==> config.mk <==
export PLATFORM = sky130hd
export DESIGN_NAME = rtr_regs
export DESIGN_NICKNAME = d
export VERILOG_FILES = /design/src/rtr_pkg.sv /design/src/rtr_regs.sv
export SDC_FILE = /design/constraint.sdc
export NUM_CORES = 1
export LEC_CHECK = 0
export ABC_AREA = 1
export BUFFER_PORTS_ARGS = -buffer_cell sky130_fd_sc_hd__buf_2
export CAP_MARGIN = 20
export CORE_MARGIN = 4
export CORE_UTILIZATION = 48
export CTS_CLUSTER_DIAMETER = 80
export DETAILED_ROUTE_END_ITERATION = 8
export GPL_ROUTABILITY_DRIVEN = 0
export HOLD_SLACK_MARGIN = 0.08
export PLACE_DENSITY = 0.85
export SLEW_MARGIN = 5
export SYNTH_ARGS = -nofsm -noshare
export SYNTH_HDL_FRONTEND = slang
export SYNTH_SLANG_ARGS = --single-unit
export TNS_END_PERCENT = 100
==> constraint.sdc <==
create_clock -name clk -period 2.4 [get_ports clk]
set_input_delay 0 -clock clk [delete_from_list [all_inputs] [get_ports clk]]
set_output_delay 0 -clock clk [all_outputs]
set_load 0.02 [all_outputs]
==> src/rtr_pkg.sv <==
// Register map, field layout, reset values and encodings of the register pages
package rtr_pkg;

    // ****************************************
    // Register addresses
    // ****************************************
    localparam logic [7:0] ADDR_CNT_LO    = 8'h18;
    localparam logic [7:0] ADDR_CNT_HI    = 8'h19;
    localparam logic [7:0] ADDR_TEMP      = 8'h20;
    localparam logic [7:0] ADDR_USER0     = 8'h28;
    localparam logic [7:0] ADDR_USER1     = 8'h29;
    localparam logic [7:0] ADDR_CONFIG    = 8'h30;
    localparam logic [7:0] ADDR_XTAL_OFS  = 8'h31;

    // ****************************************
    // Reset values (before the nonvolatile load)
    // ****************************************
    localparam logic [7:0] RST_CNT_LO     = 8'h01;
    localparam logic [7:0] RST_ZERO       = 8'h00;
    localparam logic [7:0] RST_TEMP       = 8'h3c;

    // ****************************************
    // Control byte and crystal offset fields
    // ****************************************
    localparam int CFG_RES_LARGEST  = 7;
    localparam int CFG_RES_LARGE    = 6;
    localparam int CFG_RES_MID      = 5;
    localparam int CFG_RES_SMALL    = 4;
    localparam int CFG_FSEL_HI      = 3;
    localparam int CFG_FSEL_LO      = 2;
    localparam int CFG_THERM_EN     = 1;
    localparam int CFG_SCAN_SEL     = 0;
    localparam int XOFS_SIGN        = 7;

    // ****************************************
    // Temperature encoding and trim range
    // ****************************************
    localparam logic [7:0] TEMP_OFFSET    = 8'h3c;
    localparam logic [7:0] TEMP_MAX_CODE  = 8'hfa;
    localparam logic [6:0] XOFS_MAX_MAG   = 7'h79;

    // Load sequencer states
    typedef enum logic [1:0] {
        RTR_WAIT_SUPPLY,
        RTR_LOAD,
        RTR_MEASURE,
        RTR_RUN
    } rtr_state_t;

endpackage : rtr_pkg

==> src/rtr_regs.sv <==
// Timer, temperature, user nonvolatile and control register pages
`timescale 1ns/1ps

// Operation
// - Countdown reload is 16 bits: low byte at 18h, high at 19h.
// - High countdown byte holds any value 0 to 255.
// - Temperature code is degrees plus sixty, range 0 to 250; host writes are stored unclamped, up to 255.
// - Temperature value is frozen in a copy during a host access.
// - Host may write temperature only while thermometer is disabled.
// - Two user nonvolatile bytes at 28h and 29h, full byte range.
// - Control byte and crystal bytes live in nonvolatile memory.
// - Control bits 7..4 each connect one trickle-charge resistor.
// - Control bits 3..2 select clock output frequency code.
// - Bit 1 enables thermometer, bit 0 selects scan interval.
// - Crystal offset: bit 7 sign, bits 6..0 magnitude 0 to 121; host writes are stored unclamped, up to 127.
// - Crystal registers hold factory calibration for compensation.
// - At power-up with thermometer on, measure and compute compensation.
// - Load configuration from nonvolatile page once supply passes threshold.
module rtr_regs (
    // Clock and reset
    input  wire logic       clk,
    input  wire logic       sys_rst,
    // Host register access
    input  wire logic       acc_active,
    input  wire logic       wr_stb,
    input  wire logic [7:0] acc_addr,
    input  wire logic [7:0] wr_data,
    output logic      [7:0] rd_data,
    // Nonvolatile image and supply state
    input  wire logic       supply_ok_low2,
    input  wire logic [7:0] nv_config,
    input  wire logic [7:0] nv_xtal_ofs,
    input  wire logic [7:0] nv_user0,
    input  wire logic [7:0] nv_user1,
    output logic            nv_wr_stb,
    output logic      [7:0] nv_wr_addr,
    output logic      [7:0] nv_wr_data,
    // Thermometer
    input  wire logic       meas_valid,
    input  wire logic [7:0] meas_temp,
    output logic            meas_req,
    output logic            comp_calc_req,
    // Decoded controls
    output logic     [15:0] countdown_reload,
    output logic            trickle_res_largest_en,
    output logic            trickle_res_large_en,
    output logic            trickle_res_mid_en,
    output logic            trickle_res_small_en,
    output logic            clock_output_pin_freq_sel_hi,
    output logic            clock_output_pin_freq_sel_lo,
    output logic            therm_en,
    output logic            temp_scan_interval_sel,
    output logic            xtal_ofs_sign,
    output logic      [6:0] xtal_ofs_mag,
    output logic            config_loaded
);

    // ****************************************
    // Pin synchronisers
    // ****************************************
    logic supply_m_r, supply_s_r;
    always_ff @(posedge clk or posedge sys_rst) begin
        if (sys_rst) begin
            supply_m_r <= 1'b0;
            supply_s_r <= 1'b0;
        end else begin
            supply_m_r <= supply_ok_low2;
            supply_s_r <= supply_m_r;
        end
    end

    // ****************************************
    // Register state
    // ****************************************
    logic [7:0] cnt_lo_r, cnt_lo_nxt, cnt_hi_r, cnt_hi_nxt;
    logic [7:0] temp_r, temp_nxt, temp_hold_r, temp_hold_nxt;
    logic [7:0] user0_r, user0_nxt, user1_r, user1_nxt;
    logic [7:0] cfg_r, cfg_nxt, xofs_r, xofs_nxt;
    logic       acc_d_r, acc_d_nxt;
    logic [7:0] rd_r, rd_nxt;
    logic       nvw_r, nvw_nxt;
    logic [7:0] nva_r, nva_nxt, nvd_r, nvd_nxt;
    logic       mreq_r, mreq_nxt, creq_r, creq_nxt, ld_r, ld_nxt;
    rtr_pkg::rtr_state_t st_r, st_nxt;

    function automatic logic is_nv(input logic [7:0] a);
        is_nv = (a == rtr_pkg::ADDR_USER0) || (a == rtr_pkg::ADDR_USER1)
             || (a == rtr_pkg::ADDR_CONFIG) || (a == rtr_pkg::ADDR_XTAL_OFS);
    endfunction : is_nv

    always_comb begin
        cnt_lo_nxt    = cnt_lo_r;
        cnt_hi_nxt    = cnt_hi_r;
        temp_nxt      = temp_r;
        temp_hold_nxt = temp_hold_r;
        user0_nxt     = user0_r;
        user1_nxt     = user1_r;
        cfg_nxt       = cfg_r;
        xofs_nxt      = xofs_r;
        st_nxt        = st_r;
        mreq_nxt      = 1'b0;
        creq_nxt      = 1'b0;
        ld_nxt        = ld_r;
        nvw_nxt       = 1'b0;
        nva_nxt       = nva_r;
        nvd_nxt       = nvd_r;
        acc_d_nxt     = acc_active;
        // Thermometer result updates live value
        if (meas_valid && cfg_r[rtr_pkg::CFG_THERM_EN]) begin
            temp_nxt = (meas_temp > rtr_pkg::TEMP_MAX_CODE)
                     ? rtr_pkg::TEMP_MAX_CODE : meas_temp;
        end
        // Snapshot at access start, hold through access
        if (!acc_active || !acc_d_r) begin
            temp_hold_nxt = temp_nxt;
        end
        case (st_r)
            rtr_pkg::RTR_WAIT_SUPPLY: begin
                if (supply_s_r) begin
                    st_nxt = rtr_pkg::RTR_LOAD;
                end
            end
            rtr_pkg::RTR_LOAD: begin
                cfg_nxt   = nv_config;
                xofs_nxt  = nv_xtal_ofs;
                user0_nxt = nv_user0;
                user1_nxt = nv_user1;
                ld_nxt    = 1'b1;
                st_nxt    = nv_config[rtr_pkg::CFG_THERM_EN]
                          ? rtr_pkg::RTR_MEASURE : rtr_pkg::RTR_RUN;
            end
            rtr_pkg::RTR_MEASURE: begin
                mreq_nxt = 1'b1;
                if (meas_valid) begin
                    mreq_nxt = 1'b0;
                    creq_nxt = 1'b1;
                    st_nxt   = rtr_pkg::RTR_RUN;
                end
            end
            rtr_pkg::RTR_RUN: begin
                st_nxt = rtr_pkg::RTR_RUN;
            end
            default: st_nxt = rtr_pkg::RTR_WAIT_SUPPLY;
        endcase
        // Host writes accepted once loaded
        if (wr_stb && ld_r) begin
            case (acc_addr)
                rtr_pkg::ADDR_CNT_LO: cnt_lo_nxt = wr_data;
                rtr_pkg::ADDR_CNT_HI: cnt_hi_nxt = wr_data;
                rtr_pkg::ADDR_TEMP: begin
                    if (!cfg_r[rtr_pkg::CFG_THERM_EN]) begin
                        temp_nxt      = wr_data;
                        temp_hold_nxt = wr_data;
                    end
                end
                rtr_pkg::ADDR_USER0:    user0_nxt = wr_data;
                rtr_pkg::ADDR_USER1:    user1_nxt = wr_data;
                rtr_pkg::ADDR_CONFIG:   cfg_nxt   = wr_data;
                rtr_pkg::ADDR_XTAL_OFS: xofs_nxt  = wr_data;
                default: ;
            endcase
            if (is_nv(acc_addr)) begin
                nvw_nxt = 1'b1;
                nva_nxt = acc_addr;
                nvd_nxt = wr_data;
            end
        end
        // Eight-bit read mux, unmapped reads zero
        case (acc_addr)
            rtr_pkg::ADDR_CNT_LO:   rd_nxt = cnt_lo_r;
            rtr_pkg::ADDR_CNT_HI:   rd_nxt = cnt_hi_r;
            rtr_pkg::ADDR_TEMP:     rd_nxt = temp_hold_r;
            rtr_pkg::ADDR_USER0:    rd_nxt = user0_r;
            rtr_pkg::ADDR_USER1:    rd_nxt = user1_r;
            rtr_pkg::ADDR_CONFIG:   rd_nxt = cfg_r;
            rtr_pkg::ADDR_XTAL_OFS: rd_nxt = xofs_r;
            default:                rd_nxt = rtr_pkg::RST_ZERO;
        endcase
    end

    always_ff @(posedge clk or posedge sys_rst) begin
        if (sys_rst) begin
            cnt_lo_r    <= rtr_pkg::RST_CNT_LO;
            cnt_hi_r    <= rtr_pkg::RST_ZERO;
            temp_r      <= rtr_pkg::RST_TEMP;
            temp_hold_r <= rtr_pkg::RST_TEMP;
            user0_r     <= rtr_pkg::RST_ZERO;
            user1_r     <= rtr_pkg::RST_ZERO;
            cfg_r       <= rtr_pkg::RST_ZERO;
            xofs_r      <= rtr_pkg::RST_ZERO;
            st_r        <= rtr_pkg::RTR_WAIT_SUPPLY;
            mreq_r      <= 1'b0;
            creq_r      <= 1'b0;
            ld_r        <= 1'b0;
            nvw_r       <= 1'b0;
            nva_r       <= rtr_pkg::RST_ZERO;
            nvd_r       <= rtr_pkg::RST_ZERO;
            acc_d_r     <= 1'b0;
            rd_r        <= rtr_pkg::RST_ZERO;
        end else begin
            cnt_lo_r    <= cnt_lo_nxt;
            cnt_hi_r    <= cnt_hi_nxt;
            temp_r      <= temp_nxt;
            temp_hold_r <= temp_hold_nxt;
            user0_r     <= user0_nxt;
            user1_r     <= user1_nxt;
            cfg_r       <= cfg_nxt;
            xofs_r      <= xofs_nxt;
            st_r        <= st_nxt;
            mreq_r      <= mreq_nxt;
            creq_r      <= creq_nxt;
            ld_r        <= ld_nxt;
            nvw_r       <= nvw_nxt;
            nva_r       <= nva_nxt;
            nvd_r       <= nvd_nxt;
            acc_d_r     <= acc_d_nxt;
            rd_r        <= rd_nxt;
        end
    end

    // ****************************************
    // Outputs
    // ****************************************
    assign rd_data                = rd_r;
    assign nv_wr_stb              = nvw_r;
    assign nv_wr_addr             = nva_r;
    assign nv_wr_data             = nvd_r;
    assign meas_req               = mreq_r;
    assign comp_calc_req          = creq_r;
    assign config_loaded          = ld_r;
    assign countdown_reload       = {cnt_hi_r, cnt_lo_r};
    assign trickle_res_largest_en = cfg_r[rtr_pkg::CFG_RES_LARGEST];
    assign trickle_res_large_en   = cfg_r[rtr_pkg::CFG_RES_LARGE];
    assign trickle_res_mid_en     = cfg_r[rtr_pkg::CFG_RES_MID];
    assign trickle_res_small_en   = cfg_r[rtr_pkg::CFG_RES_SMALL];
    assign clock_output_pin_freq_sel_hi     = cfg_r[rtr_pkg::CFG_FSEL_HI];
    assign clock_output_pin_freq_sel_lo     = cfg_r[rtr_pkg::CFG_FSEL_LO];
    assign therm_en               = cfg_r[rtr_pkg::CFG_THERM_EN];
    assign temp_scan_interval_sel = cfg_r[rtr_pkg::CFG_SCAN_SEL];
    assign xtal_ofs_sign          = xofs_r[rtr_pkg::XOFS_SIGN];
    assign xtal_ofs_mag           = xofs_r[6:0];

    // ****************************************
    // Checks
    // ****************************************
    a_reload_pair: assert property (
        @(posedge clk) disable iff (sys_rst)
        (wr_stb && ld_r && acc_addr == rtr_pkg::ADDR_CNT_HI)
        |=> countdown_reload[15:8] == $past(wr_data))
        else $error("reload high byte not stored");
    a_temp_frozen: assert property (
        @(posedge clk) disable iff (sys_rst)
        (acc_active && $past(acc_active) && !wr_stb)
        |=> temp_hold_r == $past(temp_hold_r))
        else $error("temperature copy changed during access");
    a_temp_wr_block: assert property (
        @(posedge clk) disable iff (sys_rst)
        (wr_stb && acc_addr == rtr_pkg::ADDR_TEMP && therm_en && !meas_valid)
        |=> temp_r == $past(temp_r))
        else $error("temperature written while thermometer on");
    a_temp_range: assert property (
        @(posedge clk) disable iff (sys_rst)
        therm_en |-> temp_r <= rtr_pkg::TEMP_MAX_CODE)
        else $error("temperature code above range");
    a_load_wait: assert property (
        @(posedge clk) disable iff (sys_rst)
        $rose(config_loaded) |-> $past(supply_s_r, 2))
        else $error("config loaded before supply good");
    a_meas_powerup: assert property (
        @(posedge clk) disable iff (sys_rst)
        $rose(config_loaded) && therm_en |-> ##[0:1] meas_req)
        else $error("no power-up measurement");
    a_nv_fwd: assert property (
        @(posedge clk) disable iff (sys_rst)
        (wr_stb && ld_r && acc_addr == rtr_pkg::ADDR_CONFIG)
        |=> nv_wr_stb && nv_wr_data == $past(wr_data))
        else $error("config write not forwarded");
    a_unmapped_rd: assert property (
        @(posedge clk) disable iff (sys_rst)
        (acc_addr == 8'h00) |=> rd_data == rtr_pkg::RST_ZERO)
        else $error("unmapped address read nonzero");

endmodule : rtr_regs

# [Yosys cells after proc, flatten, opt, wreduce, memory -nomap -nowiden]
# Index checks and enable logic that the tools add are counted.
[word_totals] register_bits=97 out_inout_bits=60
[op_classes] order_cmp=1 eq_ne=12 mux=32 n_reduce_logical=13
[ops] op="$mux W8" count=21
[ops] op="$pmux W8 S7" count=1
[ops] op="$eq A8 B6 Y1 const B" count=5
[ops] op="$eq A8 B5 Y1 const B" count=2
[ops] op="$gt A8 B8 Y1 const B" count=1
[ops] op="$pmux W2 S4" count=1
[ops] op="$reduce_and A2 Y1" count=4
[ops] op="$mux W1" count=7
[ops] op="$eq A2 B2 Y1 const B" count=2
[ops] op="$logic_or A1 B1 Y1" count=4
[ops] op="$mux W2" count=2
[ops] op="$ne A2 B2 Y1 const B" count=2
[ops] op="$eq A2 B1 Y1 const B" count=1
[ops] op="$logic_and A1 B1 Y1" count=2
[ops] op="$logic_not A1 Y1" count=2
[ops] op="$logic_not A2 Y1" count=1

# [Logic depth before layout (Yosys ltp)]
# Gate-level depths: netlist (run 1).
[depth] ltp_word=7 mapped_depth=9 mapped_depth_nobuf=9

# [Least setup slack after synthesis (run 1)]
# No wires, ideal clock.
[synth_timing] path_type="flip-flop to flip-flop" start="reg ld_r, in the netlist config_loaded" end="reg user1_r[0]" setup_time_ns=0.131 arrival_ns=1.354 setup_slack_ns=0.915 path_stages_with_launch=6 n_path_buf=1 synth_period_minus_slack_ns=1.485 path_cell_list="dfrtp_1 -> nand2_1 -> clkinv_1 -> nand3_2 -> clkbuf_1 -> o21ai_0"
[synth_via] elab_chain_len=2
[synth_rtl] item="start: declaration" line="rtr_regs.sv:83" rtl="logic mreq_r, mreq_nxt, creq_r, creq_nxt, ld_r, ld_nxt;"
[synth_rtl] item="start signal: assignment" line="rtr_regs.sv:212" rtl="ld_r <= ld_nxt;"
[synth_rtl] item="$logic_and A1 B1 Y1" line="rtr_regs.sv:146" rtl="if (wr_stb && ld_r) begin"
[synth_rtl] item="$mux W8" line="rtr_regs.sv:146"
[synth_rtl] item="net user1_nxt[0]" line="rtr_regs.sv:77" rtl="logic [7:0] user0_r, user0_nxt, user1_r, user1_nxt;"
[synth_rtl] item="end signal: assignment" line="rtr_regs.sv:188" rtl="user1_r <= rtr_pkg::RST_ZERO;"
[synth_rtl] item="end signal: assignment" line="rtr_regs.sv:206" rtl="user1_r <= user1_nxt;"
[synth_rtl] item="end: declaration" line="rtr_regs.sv:77"
# The timed path passes the listed nets, and every way through them passes these cells.
# A chain may end at the register's enable or synchronous reset.

# [Worst setup path after layout (run 1)]
[layout_timing] start="in acc_addr[1]" end="reg xofs_r[0]"
[layout_via] elab_chain_len=3
[layout_rtl] item="start: declaration" line="rtr_regs.sv:26" rtl="input wire logic [7:0] acc_addr,"
[layout_rtl] item="$eq A8 B6 Y1" line="rtr_regs.sv:147" rtl="case (acc_addr)"
[layout_rtl] item="$mux W8" line="rtr_regs.sv:147"
[layout_rtl] item="$mux W8" line="rtr_regs.sv:146"
[layout_rtl] item="net xofs_nxt[0]" line="rtr_regs.sv:78" rtl="logic [7:0] cfg_r, cfg_nxt, xofs_r, xofs_nxt;"
[layout_rtl] item="end signal: assignment" line="rtr_regs.sv:190" rtl="xofs_r <= rtr_pkg::RST_ZERO;"
[layout_rtl] item="end signal: assignment" line="rtr_regs.sv:208" rtl="xofs_r <= xofs_nxt;"
[layout_rtl] item="end: declaration" line="rtr_regs.sv:78"
# The timed path passes the listed nets, and every way through them passes these cells.

==> results of run 1 <==
## flip-flops by register name (all words and copies together), names as in the netlist, 2 cells and up
signal	flops
xofs_r	8
rd_data	8
temp_r	8
temp_hold_r	8
st_r	2
nv_wr_addr	8
user0_r	8
cnt_hi_r	8
nv_wr_data	8
user1_r	8
cfg_r	8
cnt_lo_r	8
## cells in the mapped netlist
cell type,instances
sky130_fd_sc_hd__nand2_1,291
sky130_fd_sc_hd__dfrtp_1,88
sky130_fd_sc_hd__o21ai_0,61
sky130_fd_sc_hd__inv_1,48
sky130_fd_sc_hd__nor2_1,41
sky130_fd_sc_hd__nand3_1,34
sky130_fd_sc_hd__clkbuf_1,11
sky130_fd_sc_hd__nand4_1,11
sky130_fd_sc_hd__dfstp_2,9
sky130_fd_sc_hd__buf_2,8
sky130_fd_sc_hd__nor2_4,6
sky130_fd_sc_hd__o211ai_1,5
sky130_fd_sc_hd__a21oi_1,3
sky130_fd_sc_hd__buf_4,3
sky130_fd_sc_hd__nand2_2,3
sky130_fd_sc_hd__or2_2,3
sky130_fd_sc_hd__clkinv_1,2
sky130_fd_sc_hd__nand3_2,2
sky130_fd_sc_hd__nor2_2,2
sky130_fd_sc_hd__nor3_1,2
sky130_fd_sc_hd__and3_1,1
sky130_fd_sc_hd__inv_2,1
sky130_fd_sc_hd__nand3_4,1
sky130_fd_sc_hd__o21ai_1,1
## stage by stage
| stage | hold slack, ns | utilization (%) |
|---|---|---|
| 5_1_grt | 0.106 | 65.7 |
| 4_1_cts | 0.0966 | 65.4 |
| 3_5_place_dp | 0.0710 | 56.4 |
| 2_1_floorplan | 0.0314 | - |
| 3_3_place_gp | 0.0665 | 56.4 |
| 6_report | 0.104 | 65.7 |
## logic make-up after synthesis
logic type	after synthesis	synth area share, %
AOI/OAI and AO/OA	70	7.63
DFF	97	51.3
buffers and inverters	73	6.21
and+or+nand+nor	397	34.9
## final timing paths
kind / start / end / slack [ns] / depth (start not counted)
worst max-delay path: acc_addr[1] / xofs_r[0] / 0.22 / 9
worst min-delay path: meas_temp[0] / temp_r[0] / 0.10 / 7
worst max register to register: config_loaded / xofs_r[0] / 0.27 / 7
worst min register to register: supply_m_r / supply_s_r / 0.36 / 0
max in group asynchronous: sys_rst / cnt_lo_r[0] / 1.43 / 4
min in group asynchronous: sys_rst / st_r[0] / 0.22 / 3
## critical path: stages
cell and delay, ns:
sky130_fd_sc_hd__dlygate4sd3_1 0.54, sky130_fd_sc_hd__buf_2 0.14, sky130_fd_sc_hd__inv_2 0.19, sky130_fd_sc_hd__nand2_1 0.19
sky130_fd_sc_hd__nor2_4 0.27, sky130_fd_sc_hd__nand3_2 0.29, sky130_fd_sc_hd__nand2_1 0.15, sky130_fd_sc_hd__o21ai_0 0.10
sky130_fd_sc_hd__dlygate4sd3_1 0.56
## repair_timing
item                                    in CTS  in global routing
hold buffers                                69                  0
endpoints found under the hold margin      103                  0
endpoints found under the setup margin       0                  7
buffers inserted                             0                  2
gates resized for setup                      0                  4
## layer usage
| metal | vias up | global-route usage [%] | wire (um) |
|---|---|---|---|
| met5 | - | 0 | 0 |
| met4 | 0 | 8.66 | 400 |
| met3 | 34 | 4.68 | 1310 |
| met2 | 294 | 40.7 | 6680 |
| met1 | 2262 | 34.5 | 5850 |
| li1 | 2370 | - | - |
## power groups by stage
stage,combinational (W),sequential (W),clock [W]
after CTS,0.000822,0.00197,0.00103
after global placement,0.000686,0.00200,0
final,0.000842,0.00197,0.00102
after floorplan,0.000357,0.00207,0
after detailed placement,0.000703,0.00200,0
after global routing,0.000939,0.00199,0.00111
## cell type report
cell class | count | area [sq um] | area share (%)
Clock buffer | 9 | 124 | 1.94
Clock inverter | 7 | 62.6 | 0.979
Inverter | 51 | 195 | 3.06
Multi-Input combinational cell | 467 | 2030 | 31.8
Sequential cell | 97 | 2440 | 38.2
Tap cell | 133 | 166 | 2.61
Timing Repair Buffer | 198 | 1370 | 21.4
==> summary by stage, run 1 <==
Pwr
The switching part of the total power is 32.2%. Per report_power, the clock group accounts for 26.7% of the total. The part of the total power dissipated in combinational logic is 21.9%. The worst supply voltage drop on vdd is 0.350 mV.

In this run the power spent charging and discharging nets is 0.00124 W. The post-layout total power is 0.00384 W. Per report_power, the sequential group accounts for 51.4% of the total. The static leakage power is 3.59 nW. The areal power density over the cells is 601 nW/um^2. The cell-internal power is 0.00260 W.

Floorplanning
Pin placement for this block handled 122 I/O pins. The row count is 36. The starting density of the core is 48.9%.

The die extent in x is 108 um. Measured along the y axis, the die boundary spans 108 um. The die covers 11,600 sq um. The area of the core region is 9730 sq um.

Route
For this run, design rule violations remaining after detail routing come to 0. After the first detailed-routing iteration, the DRC count stood at 506. The number of routed nets with antenna violations is 0.

Dividing the detail-routed wire length by the instance count gives 14.8 um. In the routed layout, each cell is associated on average with a via count of 5.16. The final route contains 4,960 vias. For this block, the routed nets add up to 14,200 um of wire. The number of detailed-route iterations in the first pass is 6.

Outcome
The run finished with clean final reports.

Layout
The finished layout holds 962 standard cells, fillers aside. The finished layout cell area is 6390 sq um. Relative to the synthesized area, the layout overhead comes to 34.4%. The post-route netlist has 21.5% of its cells at a drive strength greater than 1.

The top cell types in the final layout, fill and taps aside, are sky130_fd_sc_hd__nand2_1, sky130_fd_sc_hd__buf_2, sky130_fd_sc_hd__dfrtp_1. The number of antenna diodes in the final layout is 0. The number of fill cells in the layout is 797. The library cell used most frequently in the layout, excluding fill and tap cells, is sky130_fd_sc_hd__nand2_1. For this run, the post-layout net count is 886.

CTS
TritonCTS built the clock tree. The clock reaches the later pin of the worst-skew pair after 0.37 ns. Counting the buffers created by CTS gives 9. Clock-pin slew was measured on the worst setup and hold paths at 0.10 ns. The count of H-tree levels built during CTS is 3. Clock tree synthesis found a total of 97 sinks. No sink is reached through more buffers than the 2 on the longest clock path. The tree is rooted in a sky130_fd_sc_hd__clkbuf_8.

Yosys
The post-synthesis cell type count is 24. The dominant cell type by area after synthesis is sky130_fd_sc_hd__dfrtp_1. The flop and latch count out of synthesis is 97. After synthesis, the cell types taking the most area are sky130_fd_sc_hd__dfrtp_1, sky130_fd_sc_hd__nand2_1, sky130_fd_sc_hd__o21ai_0, sky130_fd_sc_hd__dfstp_2, sky130_fd_sc_hd__inv_1. The fraction of post-synthesis cell area in the top cell type by area is 46.3%.

The Yosys step of the flow raised 0 warnings. The average cell area after synthesis is 7.46 sq um. The synthesized area is 4750 sq um. The sequential cell area fraction in the yosys report is 51.3%.

The synthesized instance count is 637. The number of nets produced by synthesis is 699.

Placed design
The number of placed instances, taps included is 875. In this run the tool buffered the top-level ports with 121 buffer cells. Summed over all nets, the half-perimeter wirelength after detailed placement is 9350 um.

The instance area at placement is 5490 sq um. The pre-CTS worst setup slack is 0.649 ns.

STA
At the pin with the least slew margin, the transition time is 0.543 ns. The number of endpoints failing setup at the final stage is 0. The worst setup slack after layout is 0.219 ns. The final clock skew is 0.00879 ns.

The number of max-slew violations in the final report is 0. The fmax is 0.459 GHz. Setup total negative slack on the finished layout was measured at 0 ns. The post-route clock period utilization is 90.9%.

The relative slew slack is 63.7%. Setup repair after global routing left no endpoint under its margin. The number of hold violations in the final report is 0. After layout, the minimum clock period comes to 2.18 ns.

GRT
The via count of the first global-routing pass is 4,655. Entering global routing, the biggest net connects 75 pins. The number of antenna violations at the first check in global routing came to 0. The global-route wire length before repair is 22,800 um. The overflow left after global routing is 0.

For this run, the total global-route usage over all layers was measured as 25.3%.

Setup path
Of all nets on the critical path, the largest fanout is 16. The critical path data required time is 2.66 ns. The worst setup path is launched from an input port. The arrival time of data at the critical path endpoint is 2.44 ns. The critical setup path kind is input port to register.

The worst setup path is captured at a register.

Min path
The worst hold path class is input port to register.

Run
The count of maximum capacitance violations is 0.
Power figures use the tool's default switching activity.
==> run 2, diff against run 1 <==
Settings changed: ABC_AREA 1 to 0, CORE_UTILIZATION 48 to 47, PLACE_DENSITY 0.85 to 0.84.
==> run 2 against run 1 <==
  * Critical path type is now register to register
  * Clock skew rose by 0.0039 ns
  * Flip-flop and latch count did not move
  * Power grew 2.0%
  * Largest power group unchanged
  * Maximum frequency is 1.6% lower
  * Cell count decreased by 25%
  * Combinational power decreased by 4.0%
  * Critical path depth is 4 lower
  * Synthesized cell count down 37%
==> summary by stage, run 2 <==
Outcome
The flow ran to the end, and the final reports show no timing, DRC or antenna violations.

Run
The count of maximum capacitance violations came to 0 (unchanged).

Floorplanning
The starting density of the core is 48.6% (-0.22 points). The overall die height is 106 um (-1.2%). The die extent in x came to 106 um (-1.2%).

The number of top-level pins came to 122 (unchanged). The die area is 11,300 sq um (-2.3%). The area of the core region is 9330 sq um (-4.1%). The row count was 35 (-2.8%).

CTS
The number of buffers on the longest clock path came to 2 (unchanged). TritonCTS built the clock tree. The count of H-tree levels built during CTS was 3 (unchanged). The number of CTS-inserted buffers is 9 (unchanged). CTS placed an instance of sky130_fd_sc_hd__clkbuf_8 at the clock tree root. The number of sinks on the clock net is 97 (unchanged). The clock-pin slew on the worst setup and hold paths is 0.10 ns (about the same). The clock latency on the worst-skew pair is 0.38 ns (about the same).

GRT
The via count of the first global-routing pass is 4,273 (-8.2%). The pin count of the biggest net entering global routing is 48 (-36%). The number of antenna violations at the first check in global routing is 0 (unchanged). The overall global routing resource usage is 25.0% (-0.30 points). The global-route wire length before repair is 21,900 um (-4.0%).

The overflow left after global routing was 0 (unchanged).

Route
The DRC violation total after the first TritonRoute iteration is 282 (-44%). The average via count per standard cell is 5.59 (+8.4%). The highest metal layer used by the detailed router is met4.

The per-cell routed wire length is 18.9 um (+28%). The number of routed nets with antenna violations is 0 (unchanged). The number of detailed-route iterations in the first pass is 5 (-1). The sum of routed wire segments on met1 is 5660 um (-3.3%). The routed wire length on met2 is 6660 um (-0.28%). The routed wire length on met3 is 1030 um (-21%). The final routed wirelength across all metal layers is 13,700 um (-3.7%). The overall via count from detail_route is 4,045 (-18%). The number of design rule violations left after detail routing is 0 (unchanged).

Setup path
STA classifies the critical path startpoint as a register. The critical path data required time is 2.66 ns (about the same). The worst setup path is of the register to register kind. The number of cells traversed by the worst register-to-register path is 5 (-2). The maximum net fanout on the critical path came to 8 (-8).

The minimum setup slack among reg-to-reg paths is 0.18 ns (-0.09 ns). The arrival time of data at the critical path endpoint is 2.47 ns (+0.03 ns). The startpoint identified for the worst register-to-register timing path is cfg_r[1]. STA classifies the critical path endpoint as a register. In this run the critical register-to-register path is captured at temp_hold_r[1].

STA
The post-route clock period utilization is 92.4% (+1.5 points). The shortest clock period the worst path allows after layout was 2.22 ns (+0.0363 ns). The fmax is 0.451 GHz (-1.6%). The final clock skew is 0.0127 ns (+0.00395 ns). The transition at the pin with the smallest max-transition slack is 0.532 ns (-0.0105 ns). The number of endpoints failing setup at the final stage came to 0 (unchanged). The summed negative setup slack over all endpoints came to 0 ns (unchanged).

The number of max-slew violations in the final report is 0 (unchanged). Setup repair after global routing left no endpoint under its margin. The number of hold violations in the final report is 0 (unchanged). The worst-case hold slack is 0.0822 ns (-0.0220 ns). The relative slew slack is 64.0% (+0.35 points).

Min path
The hold-critical path depth is 4 (-3). The startpoint identified for the worst hold timing path is meas_temp[0]. The endpoint of the worst hold path is temp_r[0]. The worst hold path class is input port to register.

Yosys
The average cell area after synthesis was 11.3 sq um (+51%). The sequential cell area fraction in the yosys report is 53.8% (+2.4 points). The post-synthesis cell type count is 46 (+92%). The synthesized instance count was 402 (-37%).

The fraction of post-synthesis cell area in the top cell type by area is 48.5% (+2.2 points). The flop and latch count out of synthesis is 97 (unchanged). The dominant cell type by area after synthesis is sky130_fd_sc_hd__dfrtp_1. The number of nets produced by synthesis is 464 (-34%).

By area the synthesized netlist is led by sky130_fd_sc_hd__dfrtp_1, sky130_fd_sc_hd__mux2i_1, sky130_fd_sc_hd__mux2_2, sky130_fd_sc_hd__dfstp_2, sky130_fd_sc_hd__a21oi_1. The count of synthesis-stage warnings from yosys is 0 (unchanged). The number of synthesized flops with an enable pin is 0 (unchanged). Among all cell types in the netlist, the one instantiated most often is sky130_fd_sc_hd__dfrtp_1. Counting instances in the post-synthesis netlist gives the leading cell types as sky130_fd_sc_hd__dfrtp_1, sky130_fd_sc_hd__mux2i_1, sky130_fd_sc_hd__nor2_1. The proportion of register bits with asynchronous set or reset after synthesis was 100% (unchanged). The dominant register cell in the synthesized netlist is sky130_fd_sc_hd__dfrtp_1.

The synthesized area was 4540 sq um (-4.6%).

Pwr
The worst supply voltage drop on vdd is 0.345 mV (-1.6%). The areal power density over the cells is 629 nW/um^2 (+4.6%). The static leakage power is 2.98 nW (-17%).

Layout
The combined flip-flop and latch cell area was 2440 sq um (unchanged). The number of fill cells in the layout came to 716 (-10%). Leaving out fill and tap cells, the most frequent cell in the layout is sky130_fd_sc_hd__buf_2. The proportion of layout cells with a drive suffix above 1 is 33.1% (+12 points). The total inserted antenna cells came to 0 (unchanged).

The footprint of the multi-input gates came to 1980 sq um (-2.5%). The total number of nets in the final design was 652 (-26%). Compared with the post-synthesis result, the final layout area differs by 37.4%. The top cell types in the final layout, fill and taps aside, are sky130_fd_sc_hd__buf_2, sky130_fd_sc_hd__dfrtp_1, sky130_fd_sc_hd__dlygate4sd3_1.

Placed design
The estimated wirelength of the detail-placed design is 9360 um (about the same). The number of buffers added on ports is 121 (unchanged).
run 2: cells by family (layout without fill, tap and decap cells):
kind of cell,Yosys count,count (layout),synth area share (%)
buf+inv,26,219,2.73
flops,97,97,53.8
simple gates,113,113,13.4
mux,79,79,18.3
compound gates,87,87,11.8
run 2: metrics by stage:
stage          setup WS [ns]  utilization [%]  area (sq um)  power, W  cells
5_1_grt               0.0808             66.8          6230   0.00411    724
3_5_place_dp           0.504             56.7          5290   0.00266    637
2_1_floorplan          0.735                -          4540   0.00238    402
3_3_place_gp           0.597             56.7          5290   0.00263    637
4_1_cts                0.130             66.4          6190   0.00391    722
6_report               0.183             66.8          6230   0.00392    724
run 2: where the power goes:
| part | leakage, nW | total (W) | internal (W) | switching [W] |
|---|---|---|---|---|
| sequential | 1.23 | 0.00198 | 0.00185 | 0.000127 |
| combinational | 1.65 | 0.000808 | 0.000392 | 0.000416 |
| clock | 0.104 | 0.00113 | 0.000503 | 0.000628 |
| total | 2.98 | 0.00392 | 0.00275 | 0.00117 |
run 2: worst max-delay path by stage:
stage	from	to	slack [ns]	cells after the start
after floorplan	config_loaded	cfg_r[5]	0.74	5
after global placement	config_loaded	user0_r[6]	0.60	4
after detailed placement	config_loaded	cfg_r[5]	0.50	4
after CTS	acc_addr[3]	user1_r[5]	0.13	6
after global routing	cfg_r[1]	temp_hold_r[1]	0.08	5
final	cfg_r[1]	temp_hold_r[1]	0.18	5
run 2: layout make-up:
cell class                      count  area share, %
Sequential cell                    97           39.1
Multi-Input combinational cell    279           31.8
Timing Repair Buffer              201           22.9
Tap cell                          129           2.59
Clock buffer                        9           1.99
Clock inverter                      7           1.39
Inverter                            2          0.181
run 2: critical path, cell delays in order, from the launching register on:
cell	delay, ns
sky130_fd_sc_hd__dfrtp_1	0.46
sky130_fd_sc_hd__nand2_1	0.38
sky130_fd_sc_hd__mux2_2	0.38
sky130_fd_sc_hd__a21oi_1	0.17
sky130_fd_sc_hd__o211ai_1	0.13
sky130_fd_sc_hd__dlygate4sd3_1	0.58
run 2: timing repair:
action / 4_1_cts / 5_1_grt
setup buffers: 0 / 1
hold endpoints to repair: 116 / 0
endpoints found under the setup margin: 0 / 3
hold buffers: 69 / 0
resized for setup: 0 / 0
run 2: metal layers:
| layer | track usage, % | vias to the layer above |
|---|---|---|
| met1 | 32.2 | 2008 |
| met4 | 9.99 | 0 |
| met2 | 41.0 | 177 |
| li1 | - | 1828 |
| met5 | 0 | - |
| met3 | 5.46 | 32 |
